===== config.mk =====
export PLATFORM = sky130hd
export DESIGN_NAME = clock_reset_control
export DESIGN_NICKNAME = d
export VERILOG_FILES = /design/src/clock_reset_pkg.sv /design/src/clock_reset_control.sv
export VERILOG_INCLUDE_DIRS = /design/src
export SDC_FILE = /design/constraint.sdc
export NUM_CORES = 1
export LEC_CHECK = 0
export ABC_AREA = 1
export ABC_CLOCK_PERIOD_IN_PS = 2200
export CORE_MARGIN = 2
export CORE_UTILIZATION = 45
export DETAILED_ROUTE_END_ITERATION = 12
export DONT_BUFFER_PORTS = 1
export PLACE_DENSITY = 0.67
export SKIP_CTS_REPAIR_TIMING = 1
export SKIP_LAST_GASP = 1
export SLEW_MARGIN = 20
export SYNTH_ARGS = -nofsm -noshare
export SYNTH_HDL_FRONTEND = slang
export SYNTH_SLANG_ARGS = --single-unit

===== constraint.sdc =====
create_clock -name i_core_clk -period 2.2 [get_ports i_core_clk]
set_input_delay 0.44 -clock i_core_clk [delete_from_list [all_inputs] [get_ports i_core_clk]]
set_output_delay 0.44 -clock i_core_clk [all_outputs]
set_load 0.005 [all_outputs]

===== src/clock_reset_control_consts.svh =====
// Contract
// [RULE1] reset halts cpu, loads registers, stops interrupts
// [RULE2] reset keeps data memory, reinitialises stack pointer
// [RULE3] ports load all ones, open drain, pullups
// [RULE4] power resets drive reset pin low
// [RULE5] exit clears counter, fetch zero, oscillator clock
// [RULE6] watchdog enabled on exit, clock divided twelve
// [RULE7] read timing reset value suits 25 MHz
// [RULE8] flash strobe lasts one or two clocks
// [RULE9] flash active only while strobe asserted
// [RULE10] software sets long timing above 25 MHz
// [RULE11] timing change: slow clock, prefetch off, write
// [RULE12] writing suspend bit stops internal oscillator
// [RULE13] suspended oscillator clock stops cpu and peripherals
// [RULE14] wake: port match or comparator low
// [RULE15] wake restarts oscillator, cpu and peripherals
// [RULE16] cpu continues after the suspending write
// [RULE17] software suspends off oscillator, reinitialises pll
// [RULE18] software selects reference, timing, then pll power
// [RULE19] software programs divider, filter ranges, multiplier
// [RULE20] software waits 5 us before pll enable
// [RULE21] software waits for lock before selecting pll
// [RULE22] software leaves and disables pll before reprogramming
// [RULE23] software disables cache while lowering timing
// [RULE24] lock set when stable, cleared when disabled
// [RULE25] clock source switch is glitch free
// [RULE26] strobe length changes only between accesses
`ifndef CLOCK_RESET_CONTROL_CONSTS_SVH
`define CLOCK_RESET_CONTROL_CONSTS_SVH
`define REG_OSC 4'h0
`define REG_FLASH 4'h1
`define REG_CACHE 4'h2
`define REG_PLL 4'h3
`define REG_PDIV 4'h4
`define REG_PFLT 4'h5
`define REG_PMUL 4'h6
`define REG_SYSTEM_CLOCK_SOURCE_SELECT 4'h7
`define SUSPEND_BIT 5
`define FRT_LO 4
`define FRT_HI 5
`define FRT_RST 2'h0
`define PREF_BIT 0
`define PREF_RST 1'h1
`define PLL_PWR_BIT 0
`define PLL_EN_BIT 1
`define PLL_SRC_BIT 2
`define PLL_LCK_BIT 4
`define LP_HI 3
`define ICO_LO 4
`define ICO_HI 5
`define SYSTEM_CLOCK_SOURCE_SELECT_BIT 0
`define CLKACT_BIT 4
`define SRC_OSC 1'h0
`define SRC_PLL 1'h1
`define WDT_DIV 4'hc
`define PORT_RST 8'hff
`define PC_RST 16'h0000
`define CLK_PERIOD_PS 8000
`define PLL_SETTLE_NS 5000
`define PLL_SETTLE_CYC \
   ((`PLL_SETTLE_NS * 1000 + `CLK_PERIOD_PS - 1) / `CLK_PERIOD_PS)
`endif


===== src/clock_reset_pkg.sv =====
package clock_reset_pkg;
   typedef enum logic [1:0] {
      ST_RESET = 2'b00,
      ST_RUN = 2'b01,
      ST_SUSPEND = 2'b10
   } mode_t;
   typedef struct packed {
      logic [3:0] addr;
      logic [7:0] wdata;
      logic we;
      logic re;
   } reg_req_t;
   typedef struct packed {
      logic power;
      logic run;
      logic ref_sel;
      logic [7:0] div;
      logic [3:0] loop_range;
      logic [1:0] osc_range;
      logic [7:0] mult;
   } pll_cfg_t;
   typedef struct packed {
      logic load;
      logic [7:0] value;
      logic open_drain;
      logic pullup_en;
   } port_init_t;
   typedef struct packed {
      mode_t mode;
      logic por_drive;
      logic pc_clear;
      logic suspend;
      logic [1:0] flash_rt;
      logic prefetch;
      pll_cfg_t pll;
      logic clk_sel;
      logic cur_src;
      logic holdoff;
      logic lock;
      logic [15:0] lock_cnt;
      logic strobe;
      logic strobe_left;
      logic [3:0] wdt_cnt;
      logic wdt_tick;
      logic system_clock_en;
      logic [7:0] rdata;
   } state_t;
endpackage


===== src/clock_reset_control.sv =====
// Strobed register access and the register offsets were decided locally.
`timescale 1ns/1ps
`include "clock_reset_control_consts.svh"
module clock_reset_control import clock_reset_pkg::*; #(
   parameter int unsigned LOCK_CYCLES = `PLL_SETTLE_CYC
) (
   input wire logic i_core_clk,
   input wire logic i_resetn,
   input wire logic i_por_reset,
   input wire reg_req_t i_reg_req,
   output logic [7:0] o_reg_rdata,
   input wire logic i_osc_tick,
   input wire logic i_pll_tick,
   input wire logic i_flash_req,
   input wire logic [2:0] i_port_match,
   input wire logic [1:0] i_cmp_en,
   input wire logic [1:0] i_cmp_out,
   output logic o_system_clock_en,
   output logic o_system_clock_src,
   output logic o_osc_run,
   output logic o_cpu_halt,
   output logic o_sfr_reset,
   output logic o_intr_timer_disable,
   output logic o_sp_init,
   output logic o_ram_write_block,
   output logic o_pc_clear,
   output logic [15:0] o_pc_value,
   output port_init_t o_port_init,
   output logic o_rst_pin_out,
   output logic o_rst_pin_oe_n,
   output logic o_wdt_enable,
   output logic o_wdt_tick,
   output logic o_flash_rd_strobe,
   output logic o_flash_active,
   output logic o_flash_low_power,
   output logic o_flash_busy,
   output logic o_prefetch_enable,
   output pll_cfg_t o_pll_cfg,
   output logic o_pll_locked
);

   state_t s;
   state_t next_s;
   logic wake;
   logic sel_tick;
   logic gate;

   // ---------------------------------------------------------------
   // wake sources and clock selection
   // ---------------------------------------------------------------
   assign wake = (|i_port_match) | (|(i_cmp_en & ~i_cmp_out)); // [RULE14]
   assign sel_tick = (s.cur_src == `SRC_PLL) ? i_pll_tick : i_osc_tick;
   // only an oscillator-derived clock is stopped by suspend
   assign gate = s.suspend && (s.cur_src == `SRC_OSC); // [RULE13]

   // ---------------------------------------------------------------
   // next state
   // ---------------------------------------------------------------
   always_comb begin
      next_s = s;
      next_s.pc_clear = 1'b0;
      next_s.wdt_tick = 1'b0;
      next_s.system_clock_en = 1'b0;
      next_s.rdata = 8'h00;
      if (!i_resetn) begin
         next_s = '0; // [RULE1] [RULE2]
         next_s.mode = ST_RESET;
         next_s.flash_rt = `FRT_RST; // [RULE7]
         next_s.prefetch = `PREF_RST;
         next_s.clk_sel = `SRC_OSC; // [RULE5]
         next_s.cur_src = `SRC_OSC;
         // cause is remembered for the whole reset
         next_s.por_drive = s.por_drive | i_por_reset; // [RULE4]
      end else begin
         // register writes
         if (i_reg_req.we) begin
            case (i_reg_req.addr)
               `REG_OSC: begin
                  if (i_reg_req.wdata[`SUSPEND_BIT]) begin
                     next_s.suspend = 1'b1; // [RULE12]
                  end
               end
               `REG_FLASH: begin
                  next_s.flash_rt = i_reg_req.wdata[`FRT_HI:`FRT_LO];
               end
               `REG_CACHE: begin
                  next_s.prefetch = i_reg_req.wdata[`PREF_BIT];
               end
               `REG_PLL: begin
                  next_s.pll.power = i_reg_req.wdata[`PLL_PWR_BIT];
                  next_s.pll.run = i_reg_req.wdata[`PLL_EN_BIT];
                  next_s.pll.ref_sel = i_reg_req.wdata[`PLL_SRC_BIT];
               end
               `REG_PDIV: begin
                  next_s.pll.div = i_reg_req.wdata;
               end
               `REG_PFLT: begin
                  next_s.pll.loop_range = i_reg_req.wdata[`LP_HI:0];
                  next_s.pll.osc_range =
                     i_reg_req.wdata[`ICO_HI:`ICO_LO];
               end
               `REG_PMUL: begin
                  next_s.pll.mult = i_reg_req.wdata;
               end
               `REG_SYSTEM_CLOCK_SOURCE_SELECT: begin
                  next_s.clk_sel = i_reg_req.wdata[`SYSTEM_CLOCK_SOURCE_SELECT_BIT];
               end
               default: begin
               end
            endcase
         end
         // a wake in the writing cycle wins, so no event is lost
         if (wake) begin
            next_s.suspend = 1'b0; // [RULE15]
         end

         // register reads, data in the following cycle
         if (i_reg_req.re) begin
            case (i_reg_req.addr)
               `REG_OSC: next_s.rdata[`SUSPEND_BIT] = s.suspend;
               `REG_FLASH: next_s.rdata[`FRT_HI:`FRT_LO] = s.flash_rt;
               `REG_CACHE: next_s.rdata[`PREF_BIT] = s.prefetch;
               `REG_PLL: begin
                  next_s.rdata[`PLL_PWR_BIT] = s.pll.power;
                  next_s.rdata[`PLL_EN_BIT] = s.pll.run;
                  next_s.rdata[`PLL_SRC_BIT] = s.pll.ref_sel;
                  next_s.rdata[`PLL_LCK_BIT] = s.lock;
               end
               `REG_PDIV: next_s.rdata = s.pll.div;
               `REG_PFLT: begin
                  next_s.rdata[`LP_HI:0] = s.pll.loop_range;
                  next_s.rdata[`ICO_HI:`ICO_LO] = s.pll.osc_range;
               end
               `REG_PMUL: next_s.rdata = s.pll.mult;
               `REG_SYSTEM_CLOCK_SOURCE_SELECT: begin
                  next_s.rdata[`SYSTEM_CLOCK_SOURCE_SELECT_BIT] = s.clk_sel;
                  next_s.rdata[`CLKACT_BIT] = s.cur_src;
               end
               default: next_s.rdata = 8'h00;
            endcase
         end

         // operating mode
         unique case (s.mode)
            ST_RESET: begin
               next_s.mode = ST_RUN;
               next_s.pc_clear = 1'b1; // [RULE5]
               next_s.por_drive = 1'b0; // [RULE4]
            end
            ST_RUN, ST_SUSPEND: begin
               next_s.mode = next_s.suspend ? ST_SUSPEND : ST_RUN;
            end
            default: next_s.mode = ST_RESET;
         endcase

         // lock flag: hardware only, lost as soon as pll stops
         if (s.pll.power && s.pll.run) begin
            if (s.lock_cnt >= 16'(LOCK_CYCLES)) begin
               next_s.lock = 1'b1; // [RULE24]
            end else begin
               next_s.lock_cnt = s.lock_cnt + 16'h0001;
            end
         end else begin
            next_s.lock = 1'b0; // [RULE24]
            next_s.lock_cnt = 16'h0000;
         end

         // source switch happens on an edge of the old source and
         // the first edge of the new one is swallowed, so no
         // shortened period reaches the core; an unlocked pll falls
         // back to the oscillator at once since its edges are gone
         if (s.cur_src == `SRC_PLL && !s.lock) begin
            next_s.cur_src = `SRC_OSC; // [RULE25]
            next_s.holdoff = 1'b1;
         end else if (s.clk_sel != s.cur_src && sel_tick &&
                      (s.clk_sel == `SRC_OSC || s.lock)) begin
            next_s.cur_src = s.clk_sel; // [RULE25]
            next_s.holdoff = 1'b1;
         end else if (s.holdoff && sel_tick) begin
            next_s.holdoff = 1'b0;
         end
         // gating holds the core mid-program, so it simply
         // continues after the suspending write on wake
         next_s.system_clock_en = sel_tick & ~s.holdoff & ~gate; // [RULE16]

         // flash strobe, length frozen when the access starts
         if (s.system_clock_en) begin
            if (s.strobe && s.strobe_left) begin
               next_s.strobe_left = 1'b0; // [RULE8]
            end else begin
               next_s.strobe = i_flash_req; // [RULE8]
               next_s.strobe_left = i_flash_req &&
                  (s.flash_rt != `FRT_RST); // [RULE26]
            end
         end

         // watchdog time base
         if (s.system_clock_en) begin
            if (s.wdt_cnt == `WDT_DIV - 4'h1) begin
               next_s.wdt_cnt = 4'h0;
               next_s.wdt_tick = 1'b1; // [RULE6]
            end else begin
               next_s.wdt_cnt = s.wdt_cnt + 4'h1;
            end
         end
      end
   end

   always_ff @(posedge i_core_clk) begin
      s <= next_s;
   end

   // ---------------------------------------------------------------
   // outputs
   // ---------------------------------------------------------------
   assign o_reg_rdata = s.rdata;
   assign o_system_clock_en = s.system_clock_en;
   assign o_system_clock_src = s.cur_src;
   assign o_osc_run = ~s.suspend; // [RULE12] [RULE15]
   assign o_cpu_halt = (s.mode == ST_RESET); // [RULE1]
   assign o_sfr_reset = (s.mode == ST_RESET); // [RULE1]
   assign o_intr_timer_disable = (s.mode == ST_RESET); // [RULE1]
   // data memory is never cleared, only shielded from stray writes
   assign o_sp_init = (s.mode == ST_RESET); // [RULE2]
   assign o_ram_write_block = (s.mode == ST_RESET); // [RULE2]
   assign o_pc_clear = s.pc_clear; // [RULE5]
   assign o_pc_value = `PC_RST;
   assign o_port_init.load = (s.mode == ST_RESET); // [RULE3]
   assign o_port_init.value = `PORT_RST;
   assign o_port_init.open_drain = (s.mode == ST_RESET);
   assign o_port_init.pullup_en = 1'b1; // [RULE3]
   assign o_rst_pin_out = 1'b0;
   assign o_rst_pin_oe_n = ~s.por_drive; // [RULE4]
   assign o_wdt_enable = (s.mode != ST_RESET); // [RULE6]
   assign o_wdt_tick = s.wdt_tick;
   assign o_flash_rd_strobe = s.strobe;
   assign o_flash_active = s.strobe; // [RULE9]
   assign o_flash_low_power = ~s.strobe; // [RULE9]
   assign o_flash_busy = s.strobe & s.strobe_left;
   assign o_prefetch_enable = s.prefetch;
   assign o_pll_cfg = s.pll;
   assign o_pll_locked = s.lock;
endmodule


# --- Word-level counts from Yosys, hierarchy flattened ---
# Cells that the tools add are included.
totals:
  reg_bits: 69
  in_bits: 27
  out_inout_bits: 79
  wordCells: 122
op_classes:
  n_addsub: 2
  n_lt_le_gt_ge: 1
  eq_ne: 12
  n_mux: 37
  bitwise_logic: 16
  reduce_logical: 30
op_table:
  columns: ["cell", "count"]
  rows:
  - ["$mux 67", 1]
  - ["$mux 30", 1]
  - ["$mux 8", 3]
  - ["$reduce_and 2->1", 11]
  - ["$mux 17", 1]
  - ["$add 16x1->16 const B", 1]
  - ["$eq 4x3->1 const B", 4]
  - ["$ge 16x10->1 const B", 1]
  - ["$mux 16", 1]
  - ["$mux 1", 14]
  - ["$pmux 1 s6", 2]
  - ["$mux 2", 5]
  - ["$not 1->1", 9]
  - ["$eq 4x2->1 const B", 2]
  - ["$logic_and 1x1->1", 8]
  - ["$pmux 2 s2", 2]
  - ["$pmux 2 s4", 1]
  - ["$mux 6", 1]
  - ["$reduce_or 2->1", 3]
  - ["$mux 5", 1]
  - ["$pmux 1 s5", 1]
  - ["$add 4x1->4 const B", 1]
  - ["$eq 4x1->1 const B", 1]
  - ["$eq 4x4->1 const B", 1]
  - ["18 further kinds", 22]

# --- Logic depth before layout (Yosys ltp) ---
depth:
  depth_word: 8
  depth_mapped: 11
  mapped_depth_nobuf: 11

# --- Worst setup path before layout ---
# Ideal clock, no wire load.
synth_path:
  path_kind: "reg2reg"
  startpoint: "register s[16] (netlist name)"
  endpoint: "register s[19] (netlist name)"
  setup_ns: 0.121
  arrival_ns: 1.187
  slack_ns: 0.893
  path_stages_with_launch: 12
  n_path_buf: 1
  period_less_slack_ns: 1.307
  path_cell_list: "dfxtp_1 inv_1 ha_1 inv_1 nor2_1 nand2_1 nand2_1 nand2_1 nand2_1 buf_4 nand3_1 a21oi_1"
synth_between:
  elab_chain_cells: 1
  word_cells_on_any_way: 2
synth_lines:
  columns: ["item", "line", "text"]
  rows:
  - ["from (decl)", "clock_reset_control.sv:42", "state_t s;"]
  - ["from (signal assigned)", "clock_reset_control.sv:210", "s <= next_s;"]
  - ["$add 16x1->16 / $ge 16x10->1 (equally long branches)", "clock_reset_control.sv:161, clock_reset_control.sv:158", null]
# Several ways; a longest one is shown, not always the timed one.
# A chain may end at the register's enable or synchronous reset.

# --- Worst setup path after layout ---
layout_path:
  startpoint: "register s[17] (netlist name)"
  endpoint: "register s, in the netlist o_pll_locked"
layout_between:
  elab_chain_cells: 1
layout_lines:
  columns: ["item", "line", "text"]
  rows:
  - ["$ge 16x10->1", "clock_reset_control.sv:158", "if (s.lock_cnt >= 16'(LOCK_CYCLES)) begin"]
# No other way between the ends.

==> results.sh <==
export IMPL_slowest_delay_ns=0.38
export IMPL_critical_path_class="reg2reg"
export IMPL_placed_area_um2=3246
export IMPL_die_area_um2=8728
export IMPL_ir_drop_mv=0.3485
export IMPL_cpMostUsedCell="nand2_1"
export IMPL_grtUsageTotal=0.1797
export IMPL_finalMaxSlewViolations=0
export IMPL_grt_pass1_wl_um=12210
export IMPL_drt_first_pass_iters=4
export IMPL_setup_viol_count_final=0
export IMPL_drtIter0Drc=93
export IMPL_synth_seq_area_share=0.3866
export IMPL_ant_nets=0
export IMPL_cpLargestDelayFamily="simple AND/OR/NAND/NOR gates"
export IMPL_synth_area_leader_cell="dfxtp_1"
export IMPL_slowest_stage="dfxtp_1"
export IMPL_rsz0062_at_grt="no"
export IMPL_synth_edf_count=1
export IMPL_final_util=0.4456
export IMPL_yosysUniqueCellTypes=38
export IMPL_clk_pin_slew_ns=0.07
export IMPL_die_w_um=93.43
export IMPL_htreeDepth=3
export IMPL_viasPerCell=4.911
export IMPL_antenna_found_initial=0
export IMPL_die_h_um=93.43
export IMPL_final_min_clock_period_ns=1.734
export IMPL_synth_area_per_cell_um2=7.374
export IMPL_period_share=0.7880
export IMPL_cap_violations=0
export IMPL_grt_pass1_vias=2579
export IMPL_io_pins=106
export IMPL_diodes=0
export IMPL_syn_area_um2=3598
export IMPL_stdcell_count=553
export IMPL_vias=2716
export IMPL_dp_hpwl_um=5476
export IMPL_placed_cells=537
export IMPL_worstSkewPairLatency_ns=0.36
export IMPL_cp_required_ns=2.45
export IMPL_yosysMostFrequentCell="nand2_1"
export IMPL_fin_hold_ws_ns=0.1781
export IMPL_drc=0
export IMPL_finalSetupTns_ns=0
export IMPL_worstPathArrival_ns=1.98
export IMPL_cts_sinks=69
export IMPL_synth_cells=488
export IMPL_io_buffers=0
export IMPL_detail_route_wirelength_um=7416
export IMPL_critPathCaptureType="register"
export IMPL_hp_class="in2reg"
export IMPL_drive_gt1_frac=0.07761
export IMPL_grt_max_degree=28
export IMPL_synth_top_cell_area_share=0.3783
export IMPL_crit_chain="inv_1 > ha_1 > nor2_1 > nand2_1 > nand2_1 > nand2_1 > nand2_1 > nand2_2 > o21ai_0 > inv_1"
export IMPL_cts_buffer_depth=2
export IMPL_initial_core_util=0.4657
export IMPL_synth_common_cells="nand2_1 (79), buf_4 (69), dfxtp_1 (68)"
export IMPL_crit_buf_inv=2
export IMPL_fin_area_um2=3443
export IMPL_root_buffer="clkbuf_8"
export IMPL_status="complete, no violations"
export IMPL_cts_tree="built"
export IMPL_syn_to_final_growth_pct=-4.312
export IMPL_ys_ff_latch=69
export IMPL_hold_violations=0
export IMPL_ys_warn_count=0
export IMPL_power_density_nw_per_um2=707.8
export IMPL_fp_row_count=32
export IMPL_core_um2=7727
export IMPL_leakage_nw=1.345
export IMPL_synth_area_leaders="dfxtp_1 (38%), buf_4 (14%), nand2_1 (8.2%)"
export IMPL_ys_flop_type="dfxtp_1"
export IMPL_fmax_mhz=576.9
export IMPL_globalplace_congestion=0.7723
export IMPL_cts_buffers=9
export IMPL_grt_overflow=0
export IMPL_final_net_count=479
export IMPL_avgRoutedWirePerCell_um=13.41
export IMPL_fin_worst_skew_ns=0.008911
export IMPL_startpoint_type="register"
export IMPL_async_flop_share=0
export IMPL_crit_fanout=11
cells in the final DEF (no fill, tap or decap), types with 2 or more instances in the layout:
cell type and n:
dfxtp_1 68, inv_4 3, nor3_1 8, clkbuf_8 9, a211oi_1 2, nor2_4 2
inv_1 63, a31oi_1 2, nand2_1 79, nand2_4 2, o21ai_0 27, nand4_1 2
ha_1 6, inv_2 2, xor2_1 3, a211oi_2 2, a21oi_1 44, o22ai_1 7
conb_1 26, nor2_1 42, nand3_1 30, nor2_2 3, nand2_2 3, clkinvlp_4 2
final cells by class:
class	count	area, µm²
Clock buffer	9	123.9
Fill cell	795	4284
Multi-Input combinational cell	299	1470
Tap cell	102	127.6
Inverter	67	256.5
Sequential cell	69	1391
Clock inverter	7	73.82
routing by layer:
metal	routed length, µm	global-route usage
met2	3401	0.2872
met1	3113	0.2089
met5	0	0
met3	785	0.08058
met4	116	0.07353
state kept, by name, indices dropped and copies added (netlist names):
register and cells:
o_flash_active 1, o_prefetch_enable 1, o_pc_clear 1, o_reg_rdata 8, o_system_clock_src 1, o_pll_locked 1, o_pll_cfg 25, o_system_clock_en 1
s 29, o_wdt_tick 1
power by group:
part	internal [W]	switching, W	total [W]
clock	0.000527	0.000503	0.00103
combinational	0.0000325	0.0000809	0.000113
sequential	0.00127	0.0000194	0.00129
kinds of logic after synthesis:
logic type / synth area share
AO/OA/AOI/OAI: 0.1380
buffers and inverters: 0.2298
other: 0.002087
XOR/XNOR: 0.007303
adder cells (fa/ha/maj): 0.02086
flip-flops: 0.3866
AND/OR/NAND/NOR: 0.2152
final timing paths:
path | startpoint | depth (start not counted) | slack [ns] | to
setup / recovery | s[17]$_SDFFE_PN0N_ | 10 | 0.47 | o_pll_locked$_SDFFE_PN0P_
hold / removal | i_resetn | 1 | 0.18 | o_prefetch_enable$_SDFFE_PN1P_
setup reg to reg | s[17]$_SDFFE_PN0N_ | 10 | 0.47 | o_pll_locked$_SDFFE_PN0P_
hold reg to reg | s[27]$_SDFFE_PN0N_ | 2 | 0.43 | s[27]$_SDFFE_PN0N_
per-stage QoR:
step           total power, W  worst slack, ns
2_1_floorplan        0.001494           0.8925
5_1_grt              0.002541           0.2460
4_1_cts              0.002466           0.4560
6_report             0.002437           0.4665
3_3_place_gp         0.001433           0.5522
3_5_place_dp         0.001437           0.4719
(Power assumes the default switching activity.)
